File: src/common/ddr3_cmd_defs.vh
/*
 * constants for the ddr3 command/address front end: command codes,
 * address fields, mode register fields and latency figures.
 * assumes it is included by bare name from the design file.
 */
// Notes on behaviour
// - inputs captured only where true clock rises (complement falls).
// - read data timed to both crossing directions of the clock pair; code takes the falling one from the true clock alone.
// - clock enable sampled low freezes internal clock, outputs and burst address.
// - power-down or self-refresh entry only when all banks idle.
// - three bank address bits select target bank of activate, read, write, precharge.
// - activate takes row address from all thirteen address bits.
// - read and write take column address from ten lowest address bits.
// - mode register set writes address bits as op-code into selected register.
// - eight independent banks each hold an open row concurrently.
// - additive latency programmable to zero, cas latency minus one or two.
// - burst length programmable to four or eight.
// - burst order selectable sequential or interleaved.
// - cas latency 14 clocks; activate-to-column and precharge 13.09 ns.
// - data transfers clocked by data strobe pair, not command clock.
// - one bit per pin per clock edge, double data rate.
// - chip select high masks every command; it is part of the code.
// - activate, precharge, read, write decoded from row, column, write strobes.
// - address bit ten: auto-precharge on access, all banks on precharge.
// - address bit twelve low chops burst on the fly, high full burst.
`ifndef DDR3_CMD_DEFS_VH
`define DDR3_CMD_DEFS_VH

// -----------------------------------------------------------------
// command codes {ras_n, cas_n, we_n}
// -----------------------------------------------------------------
`define CMD_MRS       3'h0
`define CMD_REF       3'h1
`define CMD_PRE       3'h2
`define CMD_ACT       3'h3
`define CMD_WR        3'h4
`define CMD_RD        3'h5
`define CMD_NOP       3'h7

// -----------------------------------------------------------------
// address fields
// -----------------------------------------------------------------
`define ADDR_AP_BIT   10
`define ADDR_BC_BIT   12
`define COL_W         10

// -----------------------------------------------------------------
// mode register fields
// -----------------------------------------------------------------
`define MR0_SEL       3'h0
`define MR1_SEL       3'h1
`define MR0_BL_LSB    0
`define MR0_BT_BIT    3
`define MR1_AL_LSB    3
`define BL_FIXED8     2'h0
`define BL_OTF        2'h1
`define BL_CHOP4      2'h2
`define AL_ZERO       2'h0
`define AL_CL_M1      2'h1
`define AL_CL_M2      2'h2

// -----------------------------------------------------------------
// latencies
// -----------------------------------------------------------------
`define CAS_LAT       14
`define T_RCD_PS      13090
`define T_RP_PS       13090
`define LINK_PERIOD_PS 938

`endif

File: src/hdl/ddr3_cmd_front.v
/*
 * ddr3 command/address front end: samples the command pins on rising
 * edges of the link clock (seen through a synchroniser), decodes
 * commands, tracks eight banks, holds mode settings and produces a
 * read-data burst on both clock edges.
 * assumes the link clock is much slower than clk_i (80 ns vs 10 ns),
 * and all link pins are stable around the link rising edge.
 */
`timescale 1ns/10ps
`include "ddr3_cmd_defs.vh"

module ddr3_cmd_front #(
    parameter NBANK = 8,
    parameter ROW_W = 13,
    parameter BA_W  = 3,
    parameter DQ_W  = 16
) (
    input  wire              clk_i,
    input  wire              sys_rst_i,
    input  wire              ck_i,
    input  wire              ck_n_i,
    input  wire              cke_i,
    input  wire              cs_n_i,
    input  wire              ras_n_i,
    input  wire              cas_n_i,
    input  wire              we_n_i,
    input  wire [BA_W-1:0]   ba_i,
    input  wire [ROW_W-1:0]  addr_i,
    output reg  [NBANK-1:0]  bank_open_o,
    output reg               power_down_o,
    output reg  [ROW_W-1:0]  act_row_o,
    output reg  [`COL_W-1:0] col_o,
    output reg  [BA_W-1:0]   col_bank_o,
    output reg               col_valid_o,
    output reg               col_write_o,
    output reg               auto_pre_o,
    output reg  [3:0]        burst_len_o,
    output reg               burst_ilv_o,
    output reg  [1:0]        add_lat_o,
    output reg  [DQ_W-1:0]   dq_o,
    output reg               dq_oe_o,
    output reg               dqs_o,
    output reg               dqs_oe_o,
    output reg               mode_err_o
);

    // -----------------------------------------------------------------
    // synchronisers
    // -----------------------------------------------------------------
    reg [2:0] ck_s;
    reg [2:0] ckn_s;
    reg [1:0] cke_s, cs_s, ras_s, cas_s, we_s;
    reg [BA_W-1:0]  ba_s0, ba_s1;
    reg [ROW_W-1:0] ad_s0, ad_s1;

    always @(posedge clk_i or posedge sys_rst_i) begin
        if (sys_rst_i) begin
            ck_s  <= 3'h0;
            ckn_s <= 3'h7;
            cke_s <= 2'h0;
            cs_s  <= 2'h3;
            ras_s <= 2'h3;
            cas_s <= 2'h3;
            we_s  <= 2'h3;
            ba_s0 <= {BA_W{1'b0}};
            ba_s1 <= {BA_W{1'b0}};
            ad_s0 <= {ROW_W{1'b0}};
            ad_s1 <= {ROW_W{1'b0}};
        end else begin
            ck_s  <= {ck_s[1:0], ck_i};
            ckn_s <= {ckn_s[1:0], ck_n_i};
            cke_s <= {cke_s[0], cke_i};
            cs_s  <= {cs_s[0], cs_n_i};
            ras_s <= {ras_s[0], ras_n_i};
            cas_s <= {cas_s[0], cas_n_i};
            we_s  <= {we_s[0], we_n_i};
            ba_s0 <= ba_i;
            ba_s1 <= ba_s0;
            ad_s0 <= addr_i;
            ad_s1 <= ad_s0;
        end
    end

    wire ck_rise = ck_s[1] & ~ck_s[2] & ~ckn_s[1] & ckn_s[2];
    // falling edge of the true clock alone drives second data half
    wire ck_fall = ~ck_s[1] & ck_s[2];

    // -----------------------------------------------------------------
    // command decode
    // -----------------------------------------------------------------
    reg        cke_prev;
    wire [2:0] cmd = {ras_s[1], cas_s[1], we_s[1]};
    // internal clock runs only while cke held
    wire       run = ck_rise & cke_prev;
    wire       sel = run & ~cs_s[1];
    wire       all_idle = ~|bank_open_o;

    reg [2:0]  mr_bl_raw;
    reg [3:0]  beat;
    reg [3:0]  beats_left;
    reg [`COL_W-1:0] burst_col;
    reg        bursting;
    reg        rd_burst;
    reg [1:0]  next_al;

    always @* begin
        next_al = ad_s1[`MR1_AL_LSB+1:`MR1_AL_LSB];
    end

    always @(posedge clk_i or posedge sys_rst_i) begin
        if (sys_rst_i) begin
            cke_prev     <= 1'b0;
            bank_open_o  <= {NBANK{1'b0}};
            power_down_o <= 1'b0;
            act_row_o    <= {ROW_W{1'b0}};
            col_o        <= {`COL_W{1'b0}};
            col_bank_o   <= {BA_W{1'b0}};
            col_valid_o  <= 1'b0;
            col_write_o  <= 1'b0;
            auto_pre_o   <= 1'b0;
            burst_len_o  <= 4'h8;
            burst_ilv_o  <= 1'b0;
            add_lat_o    <= `AL_ZERO;
            mode_err_o   <= 1'b0;
            mr_bl_raw    <= 3'h0;
        end else begin
            col_valid_o <= 1'b0;
            if (ck_rise) begin
                cke_prev <= cke_s[1];
                // power-down entry only with all banks idle
                if (cke_prev && !cke_s[1] && all_idle)
                    power_down_o <= 1'b1;
                else if (cke_s[1])
                    power_down_o <= 1'b0;
            end
            if (sel) begin
                // code from row, column, write strobes
                case (cmd)
                    `CMD_ACT: begin
                        bank_open_o[ba_s1] <= 1'b1;
                        act_row_o          <= ad_s1;
                    end
                    `CMD_PRE: begin
                        if (ad_s1[`ADDR_AP_BIT])
                            bank_open_o <= {NBANK{1'b0}};
                        else
                            bank_open_o[ba_s1] <= 1'b0;
                    end
                    `CMD_RD, `CMD_WR: begin
                        col_o       <= ad_s1[`COL_W-1:0];
                        col_bank_o  <= ba_s1;
                        col_valid_o <= 1'b1;
                        col_write_o <= ~we_s[1];
                        auto_pre_o  <= ad_s1[`ADDR_AP_BIT];
                        if (mr_bl_raw[1:0] == `BL_OTF)
                            burst_len_o <= ad_s1[`ADDR_BC_BIT] ? 4'h8 : 4'h4;
                        if (ad_s1[`ADDR_AP_BIT])
                            bank_open_o[ba_s1] <= 1'b0;
                    end
                    `CMD_MRS: begin
                        if (ba_s1 == `MR0_SEL) begin
                            mr_bl_raw <= {1'b0, ad_s1[1:0]};
                            burst_len_o <= (ad_s1[1:0] == `BL_CHOP4) ? 4'h4 : 4'h8;
                            burst_ilv_o <= ad_s1[`MR0_BT_BIT];
                            mode_err_o  <= (ad_s1[1:0] == 2'h3);
                        end else if (ba_s1 == `MR1_SEL) begin
                            if (next_al != 2'h3)
                                add_lat_o <= next_al;
                            mode_err_o <= (next_al == 2'h3);
                        end
                    end
                    default: begin
                    end
                endcase
            end
        end
    end

    // -----------------------------------------------------------------
    // read data path
    // -----------------------------------------------------------------
    // read latency counts cas latency plus additive latency in link clocks
    reg  [4:0] lat_cnt;
    wire [4:0] rd_lat = (add_lat_o == `AL_ZERO) ? 5'd`CAS_LAT :
                        5'd`CAS_LAT + 5'd`CAS_LAT - {3'h0, add_lat_o};
    wire [`COL_W-1:0] seq_col = burst_col + {6'h0, beat};
    wire [`COL_W-1:0] ilv_col = burst_col ^ {6'h0, beat};

    always @(posedge clk_i or posedge sys_rst_i) begin
        if (sys_rst_i) begin
            lat_cnt    <= 5'h00;
            rd_burst   <= 1'b0;
            bursting   <= 1'b0;
            beat       <= 4'h0;
            beats_left <= 4'h0;
            burst_col  <= {`COL_W{1'b0}};
            dq_o       <= {DQ_W{1'b0}};
            dq_oe_o    <= 1'b0;
            dqs_o      <= 1'b0;
            dqs_oe_o   <= 1'b0;
        end else begin
            if (sel && cmd == `CMD_RD) begin
                rd_burst  <= 1'b1;
                lat_cnt   <= rd_lat;
                burst_col <= ad_s1[`COL_W-1:0];
            end else if (run && rd_burst) begin
                if (lat_cnt == 5'h01) begin
                    rd_burst   <= 1'b0;
                    bursting   <= 1'b1;
                    beat       <= 4'h0;
                    beats_left <= burst_len_o;
                end
                lat_cnt <= lat_cnt - 5'h01;
            end
            if (bursting && (run || (ck_fall && cke_prev))) begin
                dq_o       <= {{(DQ_W-`COL_W){1'b0}},
                               burst_ilv_o ? ilv_col : seq_col};
                dq_oe_o    <= 1'b1;
                dqs_oe_o   <= 1'b1;
                dqs_o      <= ~dqs_o;
                beat       <= beat + 4'h1;
                beats_left <= beats_left - 4'h1;
                if (beats_left == 4'h1)
                    bursting <= 1'b0;
            end else if (!bursting) begin
                dq_oe_o  <= 1'b0;
                dqs_oe_o <= 1'b0;
                dqs_o    <= 1'b0;
            end
        end
    end

endmodule

File: config.mk
export PLATFORM = sky130hd
export DESIGN_NAME = ddr3_cmd_front
export DESIGN_NICKNAME = d
export VERILOG_FILES = /design/src/hdl/ddr3_cmd_front.v
export VERILOG_INCLUDE_DIRS = /design/src /design/src/common
export SDC_FILE = /design/constraint.sdc
export NUM_CORES = 1
export LEC_CHECK = 0
export ABC_AREA = 1
export BUFFER_PORTS_ARGS = -buffer_cell sky130_fd_sc_hd__buf_4
export CAP_MARGIN = 5
export CORE_ASPECT_RATIO = 0.9
export CORE_UTILIZATION = 60
export DETAILED_ROUTE_END_ITERATION = 10
export GPL_TIMING_DRIVEN = 0
export PLACE_DENSITY_LB_ADDON = 0.12
export SLEW_MARGIN = 5
export SYNTH_ARGS = -nofsm -noshare
export SYNTH_HDL_FRONTEND = slang
export SYNTH_SLANG_ARGS = --single-unit
File: constraint.sdc
create_clock -name clk_i -period 10.2 [get_ports clk_i]
set_clock_uncertainty 0.15 [all_clocks]
set_input_delay 0 -clock clk_i [delete_from_list [all_inputs] [get_ports clk_i]]
set_output_delay 0 -clock clk_i [all_outputs]
set_load 0.005 [all_outputs]
==> key figures, run 1 <==
Status
  • Status: completed

Route
  • Vias/cell: 5.59
  • WL/cell: 17.4 µm
  • Vias: 4,843
  • Final ANT Viol Nets: 0
  • Routed WL: 15.1 mm
  • Initial DRC count: 340
  • First-pass DRT Iterations: 6
  • DRC: 0

Timing
  • Final Slew Violations: 0
  • Setup TNS: 0 ns
  • Peak Freq: 475 MHz
  • Endpoints failing setup: 0
  • Fin. Hold Viols: 0
  • Post-route minimum period: 2.10 ns
  • RSZ-0062 raised after global routing: no
  • Tcrit/Tclk final: 20.6%
  • Hold slack: 0.201 ns

Power
  • Overall Power: 1270 µW
  • PD cells: 171 nW/µm²
  • P_sw: 316 µW
  • Clock power frac: 47.9%
  • Comb pwr share: 7.5%
  • LEAKAGE: 0.00392 µW
  • Peak VDD IR: 161 µV
  • Cell Int Power: 955 µW
  • Seq pwr share: 44.6%
  • Sw frac: 24.9%

Synth
  • EDFF count, synth: 0
  • Unique masters post-synth: 38
  • Fraction of registers with async set or reset after synthesis: 100%
  • Share of the synthesized area in the top cell type: 54.4%
  • Count leader, synth: nand2_1
  • Post-synth top area cell: dfrtp_1
  • Mapped Cells: 578
  • Mean post-synth cell area: 9.56 µm²
  • Ys Warns: 0
  • Commonest cells in the netlist: nand2_1, dfrtp_1, inv_1
  • Part of the Yosys area used for sequential elements: 60.1%
  • Area contributors post-synth: dfrtp_1, nand2_1, dfstp_2
  • Main flop type after synthesis: dfrtp_1
  • #FFs+latches synth: 132
  • Post-Syn Area: 5520 µm²

Worst setup path
  • Critical Path Fanout Max: 8
  • CP Capture Type: flop
  • Critical Path Source Type: flop
  • Critical Path RT: 10.48 ns
  • Critical path type: flop to flop
  • Worst path arrival time: 2.38 ns

Layout
  • Net count, final: 770
  • # diodes: 0
  • Non-Filler Instances: 866
  • Share of layout cells above drive strength 1: 22.5%
  • Final core occ: 84.5%
  • Area grow syn2layout: 34.2%

Clock network
  • CTS root buf: clkbuf_8
  • Hold Buf Count CTS: 48
  • Clock insertion delay at the later pin of the skew report: 0.53 ns
  • Max Buffers Root-to-Sink: 2
  • Clk slew on worst S/H paths: 0.07 ns
  • CTS buffer count: 17
  • H-tree Lvls: 4
  • Postcts setup bufs: 0
  • CTS tree: done
  • PostCTS Resize Cnt: 0
  • # clock sinks: 132

Floorplan
  • Die Wd: 103 µm
  • # IOs: 90
  • Starting density of the core: 63.0%
  • Die height: 93.0 µm
  • CORE AREA: 8770 µm²
  • FP Rows: 32
  • DIE AREA: 9600 µm²

Global routing
  • GR Util met3: 7.62%
  • Tot GR Track Use: 35.2%
  • Gr busiest metal: met2
  • Met2 usage: 58.8%
  • First-pass GRT wire length: 24.9 mm
  • Largest net degree at the start of global routing: 89
  • Met1 Use GR: 42.4%
  • GR Overflow Total: 0
  • Vias in the first global route: 4,941
  • Initial antenna violation count: 0

Placed design
  • Number of buffers added on ports: 81
  • RD Place Congestion: 0.848
  • DP HPWL: 7.88 mm
  • Placed Cells incl. Taps: 786

Job
  • Max-cap violations: 0

Hold path
  • Hold WC Path Type: flop to flop
-- layer usage --
layer | part of all wire (%) | vias up
li1 | - | 2154
met1 | 37 | 2326
met2 | 51 | 266
met3 | 6.7 | 97
met4 | 5.1 | 0
met5 | 0 | -
-- sequential cells by signal (all words and copies together), names as in the netlist, 2 cells and up --
name,flops
bank_open_o,8
ba_s1,3
ad_s1,13
ckn_s,3
col_bank_o,3
beat,4
burst_col,10
ck_s,3
col_o,10
cs_s,2
ba_s0,3
we_s,2
cke_s,2
act_row_o,13
beats_left,4
lat_cnt,5
ras_s,2
mr_bl_raw,2
add_lat_o,2
burst_len_o,2
dq_o,10
cas_s,2
ad_s0,13
-- cells in the final DEF, fill, tap and decap left out, types with 2 or more instances in the layout --
cell type	netlist	final
nand4_1	7	7
buf_2	7	7
nor2_1	18	18
clkinv_4	0	6
nand2_1	166	166
a21oi_1	5	5
inv_6	0	7
xor2_1	4	4
ha_1	10	10
inv_1	65	64
o21ai_2	7	7
buf_4	10	91
xnor2_1	2	2
bufinv_16	0	2
conb_1	1	8
nand2_2	3	3
nand3b_1	3	3
clkbuf_16	0	16
buf_6	2	2
nand2_4	2	2
or2_2	3	3
dfstp_2	12	12
o21ai_1	8	8
o21ai_0	42	42
o21bai_1	5	5
clkbuf_8	0	2
dfrtp_1	120	120
nand3_1	58	58
dlygate4sd3_1	0	48
nor3_1	4	4
-- cells by family after synthesis --
family                     share of synthesized area (%)
xor gates and xnor gates                           0.951
AOI/OAI and AO/OA                                   7.18
DFF                                                 60.1
other                                             0.0679
and+or+nand+nor                                     22.1
buffers and inverters                               7.02
adders and majority gates                           2.63
-- cell type report --
cell class,instances,area (µm²)
flip-flops and latches,132,3320
multi-input cells,366,1840
fillers,440,1360
repair buffers,130,1120
clock buffers,18,428
inverters,67,256
clock inverters,14,165
well taps,119,149
plain buffers,20,136
-- through the flow --
stage               setup slack [ns]  cell area (µm²)
global route                    7.96             7410
floorplan                       6.54             5550
global placement                5.31             6310
finish                          8.10             7410
CTS                             8.27             7410
detailed placement              8.29             6340
-- power by group through the flow --
stage | clock network, µW | registers, µW | logic, µW
2_1_floorplan | 0 | 570 | 42.5
3_3_place_gp | 0 | 572 | 70.7
3_5_place_dp | 0 | 573 | 74.9
4_1_cts | 605 | 565 | 90.5
5_1_grt | 635 | 568 | 106
6_report | 609 | 566 | 95.7
-- path summary, 6_finish.rpt --
| path | from | end | slack [ns] | depth (start not counted) |
|---|---|---|---|---|
| worst max register to register | cas_s[1] | bank_open_o[4] | 8.10 | 8 |
| min in group asynchronous | sys_rst_i | ad_s0[11] | 0.50 | 4 |
| worst min register to register | ad_s0[4] | ad_s1[4] | 0.20 | 0 |
| max in group asynchronous | sys_rst_i | burst_len_o[3] | 8.60 | 5 |
| worst min-delay path | ad_s0[4] | ad_s1[4] | 0.20 | 0 |
| worst max-delay path | cas_s[1] | bank_open_o[4] | 8.10 | 8 |
-- worst max-delay path, cell delays in order (launching register included) --
cell	delay, ns
dfstp_2	0.60
inv_1	0.10
ha_1	0.28
a21oi_1	0.30
nand2_4	0.15
nor2_4	0.16
nand2_1	0.11
nand2_1	0.09
inv_1	0.05
(Power assumes the default switching activity.)
==> run 2: changes to the inputs <==
CORE_UTILIZATION = 51   (was 60)
clock period = 1.7 ns   (was 10.2 ns; I/O delays follow)
==> run 2 against run 1 <==
Compared with the run above:
- the run now ends with DRC, setup timing left
- sequential power rose to 6.0 times the previous value
- highest routed layer unchanged
- setup slack got worse by 8.1 ns
- critical path type unchanged
- design area rose by 3.2%
==> key figures, run 2 (synthesis gave the netlist of run 1 again) <==
Placed design
  • Number of buffers added on ports: 81 (unchanged)
  • RD Place Congestion: 0.883 (+4.1%)
  • DP HPWL: 8.50 mm (+7.9%)
  • Pre-CTS WS: -0.152 ns (-8.44 ns)

Worst setup path
  • CP Capture Type: flop
  • Critical Path RT: 1.85 ns (-8.63 ns)
  • Critical path type: flop to flop
  • Critical Path Source Type: flop
  • Worst path arrival time: 1.88 ns (-0.50 ns)
  • Critical Path Fanout Max: 6 (-2)
  • FF-to-FF path depth: 8 (unchanged)

Floorplan
  • Die height: 101 µm (+8.3%)
  • Die Wd: 112 µm (+8.3%)
  • Starting density of the core: 53.2% (-9.8 points)
  • DIE AREA: 11,300 µm² (+17%)
  • FP Rows: 35 (+9.4%)
  • # IOs: 90 (unchanged)
  • CORE AREA: 10,400 µm² (+18%)

Timing
  • Fin. Hold Viols: 0 (unchanged)
  • Slew headroom: 55.3%
  • Slew at the pin with the worst max-slew slack: 0.667 ns
  • RSZ-0062 raised after global routing: yes
  • Hold slack: 0.0154 ns (-0.186 ns)
  • Final Slew Violations: 0 (unchanged)
  • Tcrit/Tclk final: 102% (+81 points)
  • Post-route minimum period: 1.74 ns (-0.369 ns)
  • Setup ws final: -0.0352 ns (-8.13 ns)
  • Endpoints failing setup: 16 (+16)
  • Peak Freq: 576 MHz (+21%)

Clock network
  • Max Buffers Root-to-Sink: 2 (unchanged)
  • # clock sinks: 132 (unchanged)
  • CTS tree: done
  • Clock insertion delay at the later pin of the skew report: 0.42 ns (-0.11 ns)
  • CTS buffer count: 17 (unchanged)
  • H-tree Lvls: 4 (unchanged)
  • CTS root buf: clkbuf_16
  • Clk slew on worst S/H paths: 0.06 ns (about the same)

Layout
  • Largest registers: act_row_o x13, ad_s0 x13, ad_s1 x13
  • Net count, final: 764 (-0.78%)
  • Final core occ: 73.7% (-11 points)
  • Most frequent cells in the layout: nand2_1, dfrtp_1, buf_4
  • Commonest non-fill, non-tap cell in the layout: nand2_1
  • Share of layout cells above drive strength 1: 30.2% (+7.7 points)
  • Area grow syn2layout: 38.5%
  • # diodes: 0 (unchanged)

Power
  • LEAKAGE: 0.00399 µW (+1.8%)
  • Peak VDD IR: 1350 µV (+740%)
  • PD cells: 1060 nW/µm² (+520%)

Status
  • Status: finished, violations left
  • Failing checks: DRC, setup timing

Route
  • Vias: 4,514 (-6.8%)
  • DRC: 7 (+7)
  • WL/cell: 15.2 µm (-13%)
  • First-pass DRT Iterations: 7 (+1)
  • Initial DRC count: 284 (-16%)
  • Final ANT Viol Nets: 0 (unchanged)
  • Vias/cell: 5.19 (-7.2%)
  • Routed WL: 13.3 mm (-12%)

Global routing
  • Initial antenna violation count: 0 (unchanged)
  • Tot GR Track Use: 24.7% (-10 points)
  • GR Overflow Total: 0 (unchanged)
  • Largest net degree at the start of global routing: 40 (-55%)
  • First-pass GRT wire length: 21.2 mm (-15%)
  • Vias in the first global route: 4,442 (-10%)

Hold path
  • Hold WC Path Type: input port to asynchronous set/reset pin

Job
  • Max-cap violations: 0 (unchanged)
-- run 2: cell types whose count changed in the layout (fill, tap and decap cells not counted), moves of 9 or more --
cell	delta
o21ai_1	+11
dlygate4sd3_1	-24
nand2_4	+9
nand2_1	-16
buf_4	+15
o21ai_0	-12
-- run 2: layer usage --
metal | share of wire (%) | GRT usage (%) | vias up
met2 | 49 | 40.1 | 128
met1 | 44 | 32.0 | 2221
met4 | 1.5 | 8.84 | 0
met5 | 0 | 0 | -
li1 | - | - | 2143
met3 | 4.8 | 6.92 | 22
-- run 2: final cells by class --
type	instances	area (µm²)
inverters	67	255
clock inverters	12	226
plain buffers	20	160
clock buffers	20	457
repair inverters	1	5.00
flip-flops and latches	132	3320
repair buffers	122	1030
fillers	720	2730
multi-input cells	367	2040
well taps	129	161
-- run 2: what timing repair did --
item	4_1_cts	5_1_grt
setup buffers	8	5
endpoints found under the setup margin	71	82
hold buffers	24	0
resized for setup	41	32
cloned	1	2
hold endpoints to repair	79	0
pin swaps	3	6
-- run 2: path summary, 6_finish.rpt --
kind,from,slack (ns),endpoint
max in group asynchronous,sys_rst_i,0.31,we_s[0]
worst max register to register,ckn_s[2],-0.04,act_row_o[5]
worst max-delay path,ckn_s[2],-0.04,act_row_o[5]
min in group clk_i,addr_i[9],0.08,ad_s0[9]
worst min register to register,ad_s0[1],0.20,ad_s1[1]
worst min-delay path,sys_rst_i,0.02,burst_col[5]
-- run 2: power by group --
part	internal, µW	switching, µW	leakage, µW	total (µW)
clock network	2830	1360	0.000326	4190
logic	263	281	0.00196	544
registers	3290	105	0.00170	3390
-- run 2: per-stage QoR --
stage	power [µW]	setup TNS (ns)	instance area, µm²	cells
floorplan	3680	-9.29	5560	585
global placement	3870	-108.46	6330	795
detailed placement	3900	-5.72	6390	798
CTS	8150	-0.627	7510	863
global route	8400	-5.03	7650	870
finish	8130	-0.264	7650	870
-- run 2: worst max-delay path, stage by stage (launching register included) --
cell	delay, ns
dfstp_2	0.52
nand2_2	0.06
inv_2	0.07
nand3_4	0.10
nor2_8	0.20
nand4_4	0.20
buf_6	0.19
nand2_2	0.07
o21ai_2	0.06
==> run 3: changes to the inputs <==
HOLD_SLACK_MARGIN = 0.1   (was not set)
TNS_END_PERCENT = 10   (was not set)
==> run 3 against run 2 <==
Compared with the run above:
- the flow still finishes with violations (DRC, setup timing)
- clock power shrank 18%
- non-clock buffer count grew 32
- die area is the same
- combinational power grew 15%
- utilization grew 3.6 points
- sequential power is essentially flat
- wire length grew 8.8%
- critical path type unchanged
- largest power group unchanged
==> key figures, run 3 (synthesis gave the netlist of run 1 again) <==
Status
  • Status: finished, violations left
  • Failing checks: DRC, setup timing

Worst setup path
  • Worst Path Buf+Inv: 2 (unchanged)
  • Worst flop-to-flop path startpoint: ras_s[1]
  • Crit-path slowest cell: dfstp_2
  • R2R Path End: lat_cnt[1]
  • Critical Path RT: 1.91 ns (+0.06 ns)
  • CP Capture Type: flop
  • Critical path type: flop to flop
  • FF-to-FF path depth: 7 (-1)
  • Reg2reg setup slack: -0.21 ns (-0.17 ns)
  • CP Launch Point: ras_s[1]
  • Critical Path Max Stage Delay: 0.60 ns (+0.08 ns)
  • Critical path, cell by cell: clkinvlp_4 > nor3_4 > nand2_4 > buf_8 > nand2_2 > nand3_1 > nand2_1
  • Worst path arrival time: 2.12 ns (+0.24 ns)
  • Critical Path Source Type: flop
  • Critical Path Fanout Max: 7 (+1)
  • Cell family with most CP delay: simple AND/OR/NAND/NOR gates

Layout
  • Commonest non-fill, non-tap cell in the layout: nand2_1
  • Largest registers: act_row_o x13, ad_s0 x13, ad_s1 x13
  • Multi-input gate area: 2150 µm² (+5.5%)
  • # diodes: 0 (unchanged)
  • Fill count: 643 (-11%)
  • Area grow syn2layout: 45.3%
  • Net count, final: 795 (+4.1%)
  • Most frequent cells in the layout: nand2_1, dfrtp_1, buf_4
  • Final core occ: 77.3% (+3.6 points)
  • FF+latch area: 3320 µm² (about the same)
  • Share of layout cells above drive strength 1: 31.7% (+1.5 points)

Timing
  • Fin. Hold Viols: 0 (unchanged)
  • RSZ-0062 raised after global routing: yes
  • Endpoints failing setup: 53 (+37)
  • Peak Freq: 524 MHz (-9.1%)
  • Final Slew Violations: 0 (unchanged)
  • Setup ws final: -0.209 ns (-0.174 ns)
  • Post-route minimum period: 1.91 ns (+0.174 ns)
  • Hold slack: 0.197 ns (+0.182 ns)
  • Tcrit/Tclk final: 112% (+10 points)

Route
  • Routed WL: 14.4 mm (+8.8%)
  • Final ANT Viol Nets: 0 (unchanged)
  • Initial DRC count: 356 (+25%)
  • First-pass DRT Iterations: 8 (+1)
  • Vias/cell: 5.18 (-0.10%)
  • Vias: 4,670 (+3.5%)
  • DRC: 7 (unchanged)
  • WL/cell: 16.0 µm (+5.1%)

Global routing
  • Vias in the first global route: 4,464 (+0.50%)
  • First-pass GRT wire length: 22.1 mm (+4.1%)
  • Initial antenna violation count: 0 (unchanged)
  • Largest net degree at the start of global routing: 43 (+7.5%)
  • GR Overflow Total: 0 (unchanged)
  • Tot GR Track Use: 26.1% (+1.4 points)

Placed design
  • RD Place Congestion: 0.856 (-3.1%)
  • DP HPWL: 8.72 mm (+2.6%)
  • Number of buffers added on ports: 81 (unchanged)

Power
  • PD cells: 930 nW/µm² (-12%)
  • LEAKAGE: 0.00413 µW (+3.5%)
  • Peak VDD IR: 852 µV (-37%)

Job
  • Max-cap violations: 0 (unchanged)

Floorplan
  • DIE AREA: 11,300 µm² (unchanged)
  • FP Rows: 35 (unchanged)
  • Starting density of the core: 53.2% (unchanged)
  • Die Wd: 112 µm (unchanged)
  • Die height: 101 µm (unchanged)
  • # IOs: 90 (unchanged)
  • CORE AREA: 10,400 µm² (unchanged)

Clock network
  • H-tree Lvls: 4 (unchanged)
  • CTS buffer count: 17 (unchanged)
  • # clock sinks: 132 (unchanged)
  • Clk slew on worst S/H paths: 0.06 ns (about the same)
  • CTS root buf: clkbuf_16
  • CTS tree: done
  • Max Buffers Root-to-Sink: 2 (unchanged)
  • Clock insertion delay at the later pin of the skew report: 0.42 ns (about the same)

Hold path
  • Hold depth: 0
  • Hold WC Path Type: flop to flop
  • Worst Hold End: ad_s1[7]
  • Hold Crit Start: ad_s0[7]
[run 3: cell types whose count changed in the layout (fill, tap and decap cells not counted), moves of 5 or more]
| cell | previous run | this run |
|---|---|---|
| o21ai_2 | 8 | 20 |
| o21ai_0 | 30 | 20 |
| bufinv_16 | 6 | 1 |
| nand2_1 | 150 | 144 |
| nand2_2 | 11 | 16 |
| dlygate4sd3_1 | 24 | 48 |
[run 3: metrics by stage]
| stage | std cells | setup WS [ns] | instance area (µm²) | TNS (ns) | total power [µW] |
|---|---|---|---|---|---|
| final | 901 | -0.209 | 8020 | -4.27 | 7460 |
| after global routing | 901 | -0.309 | 8020 | -8.89 | 7720 |
| after CTS | 890 | -0.129 | 7600 | -2.35 | 7380 |
| after detailed placement | 798 | -0.233 | 6380 | -8.51 | 3910 |
| after global placement | 795 | -0.819 | 6320 | -106.06 | 3870 |
| after floorplan | 585 | -0.0774 | 5550 | -9.45 | 3670 |
[run 3: timing repair]
| item | in CTS | in global routing |
|---|---|---|
| pin swaps | 3 | 8 |
| buffers inserted | 11 | 7 |
| endpoints found under the hold margin | 155 | 0 |
| endpoints found under the setup margin | 80 | 78 |
| gates cloned | 1 | 4 |
| hold buffers | 48 | 0 |
| gates resized for setup | 39 | 75 |
[run 3: metal layers]
metal | track usage (%) | part of all wire, % | wire [µm] | vias up
li1 | - | - | - | 2203
met1 | 34.4 | 42 | 6060 | 2248
met2 | 41.7 | 49 | 7110 | 183
met3 | 6.98 | 5.8 | 832 | 36
met4 | 9.88 | 2.9 | 420 | 0
met5 | 0 | 0 | 0 | -
[run 3: final cells by class]
type,instances,share of cell area (%)
sequential,132,41.4
multi-input combinational,367,26.8
tap,129,2.01
clock buffer,20,5.57
clock inverter,12,1.36
buffer,20,2.35
inverter,67,3.23
timing repair buffer,154,17.3
[run 3: worst max path at each step]
| stage | slack, ns | end | cells after the start |
|---|---|---|---|
| final | -0.21 | lat_cnt[1] | 7 |
| after global routing | -0.31 | lat_cnt[1] | 7 |
| after CTS | -0.13 | act_row_o[12] | 7 |
| after detailed placement | -0.23 | bank_open_o[0] | 7 |
| after global placement | -0.82 | bank_open_o[4] | 2 |
| after floorplan | -0.08 | act_row_o[0] | 1 |
[run 3: worst reg2reg max path: cells and delay by family (launching register included)]
kind	cells	cell delay [ns]
simple gates	5	0.78
flops	1	0.60
buf+inv	2	0.33
[run 3: where the power goes]
| group | total [µW] | internal (µW) | switching, µW |
|---|---|---|---|
| Sequential | 3400 | 3290 | 116 |
| Clock | 3430 | 2050 | 1380 |
| Combinational | 628 | 316 | 312 |
| Total | 7460 | 5650 | 1810 |
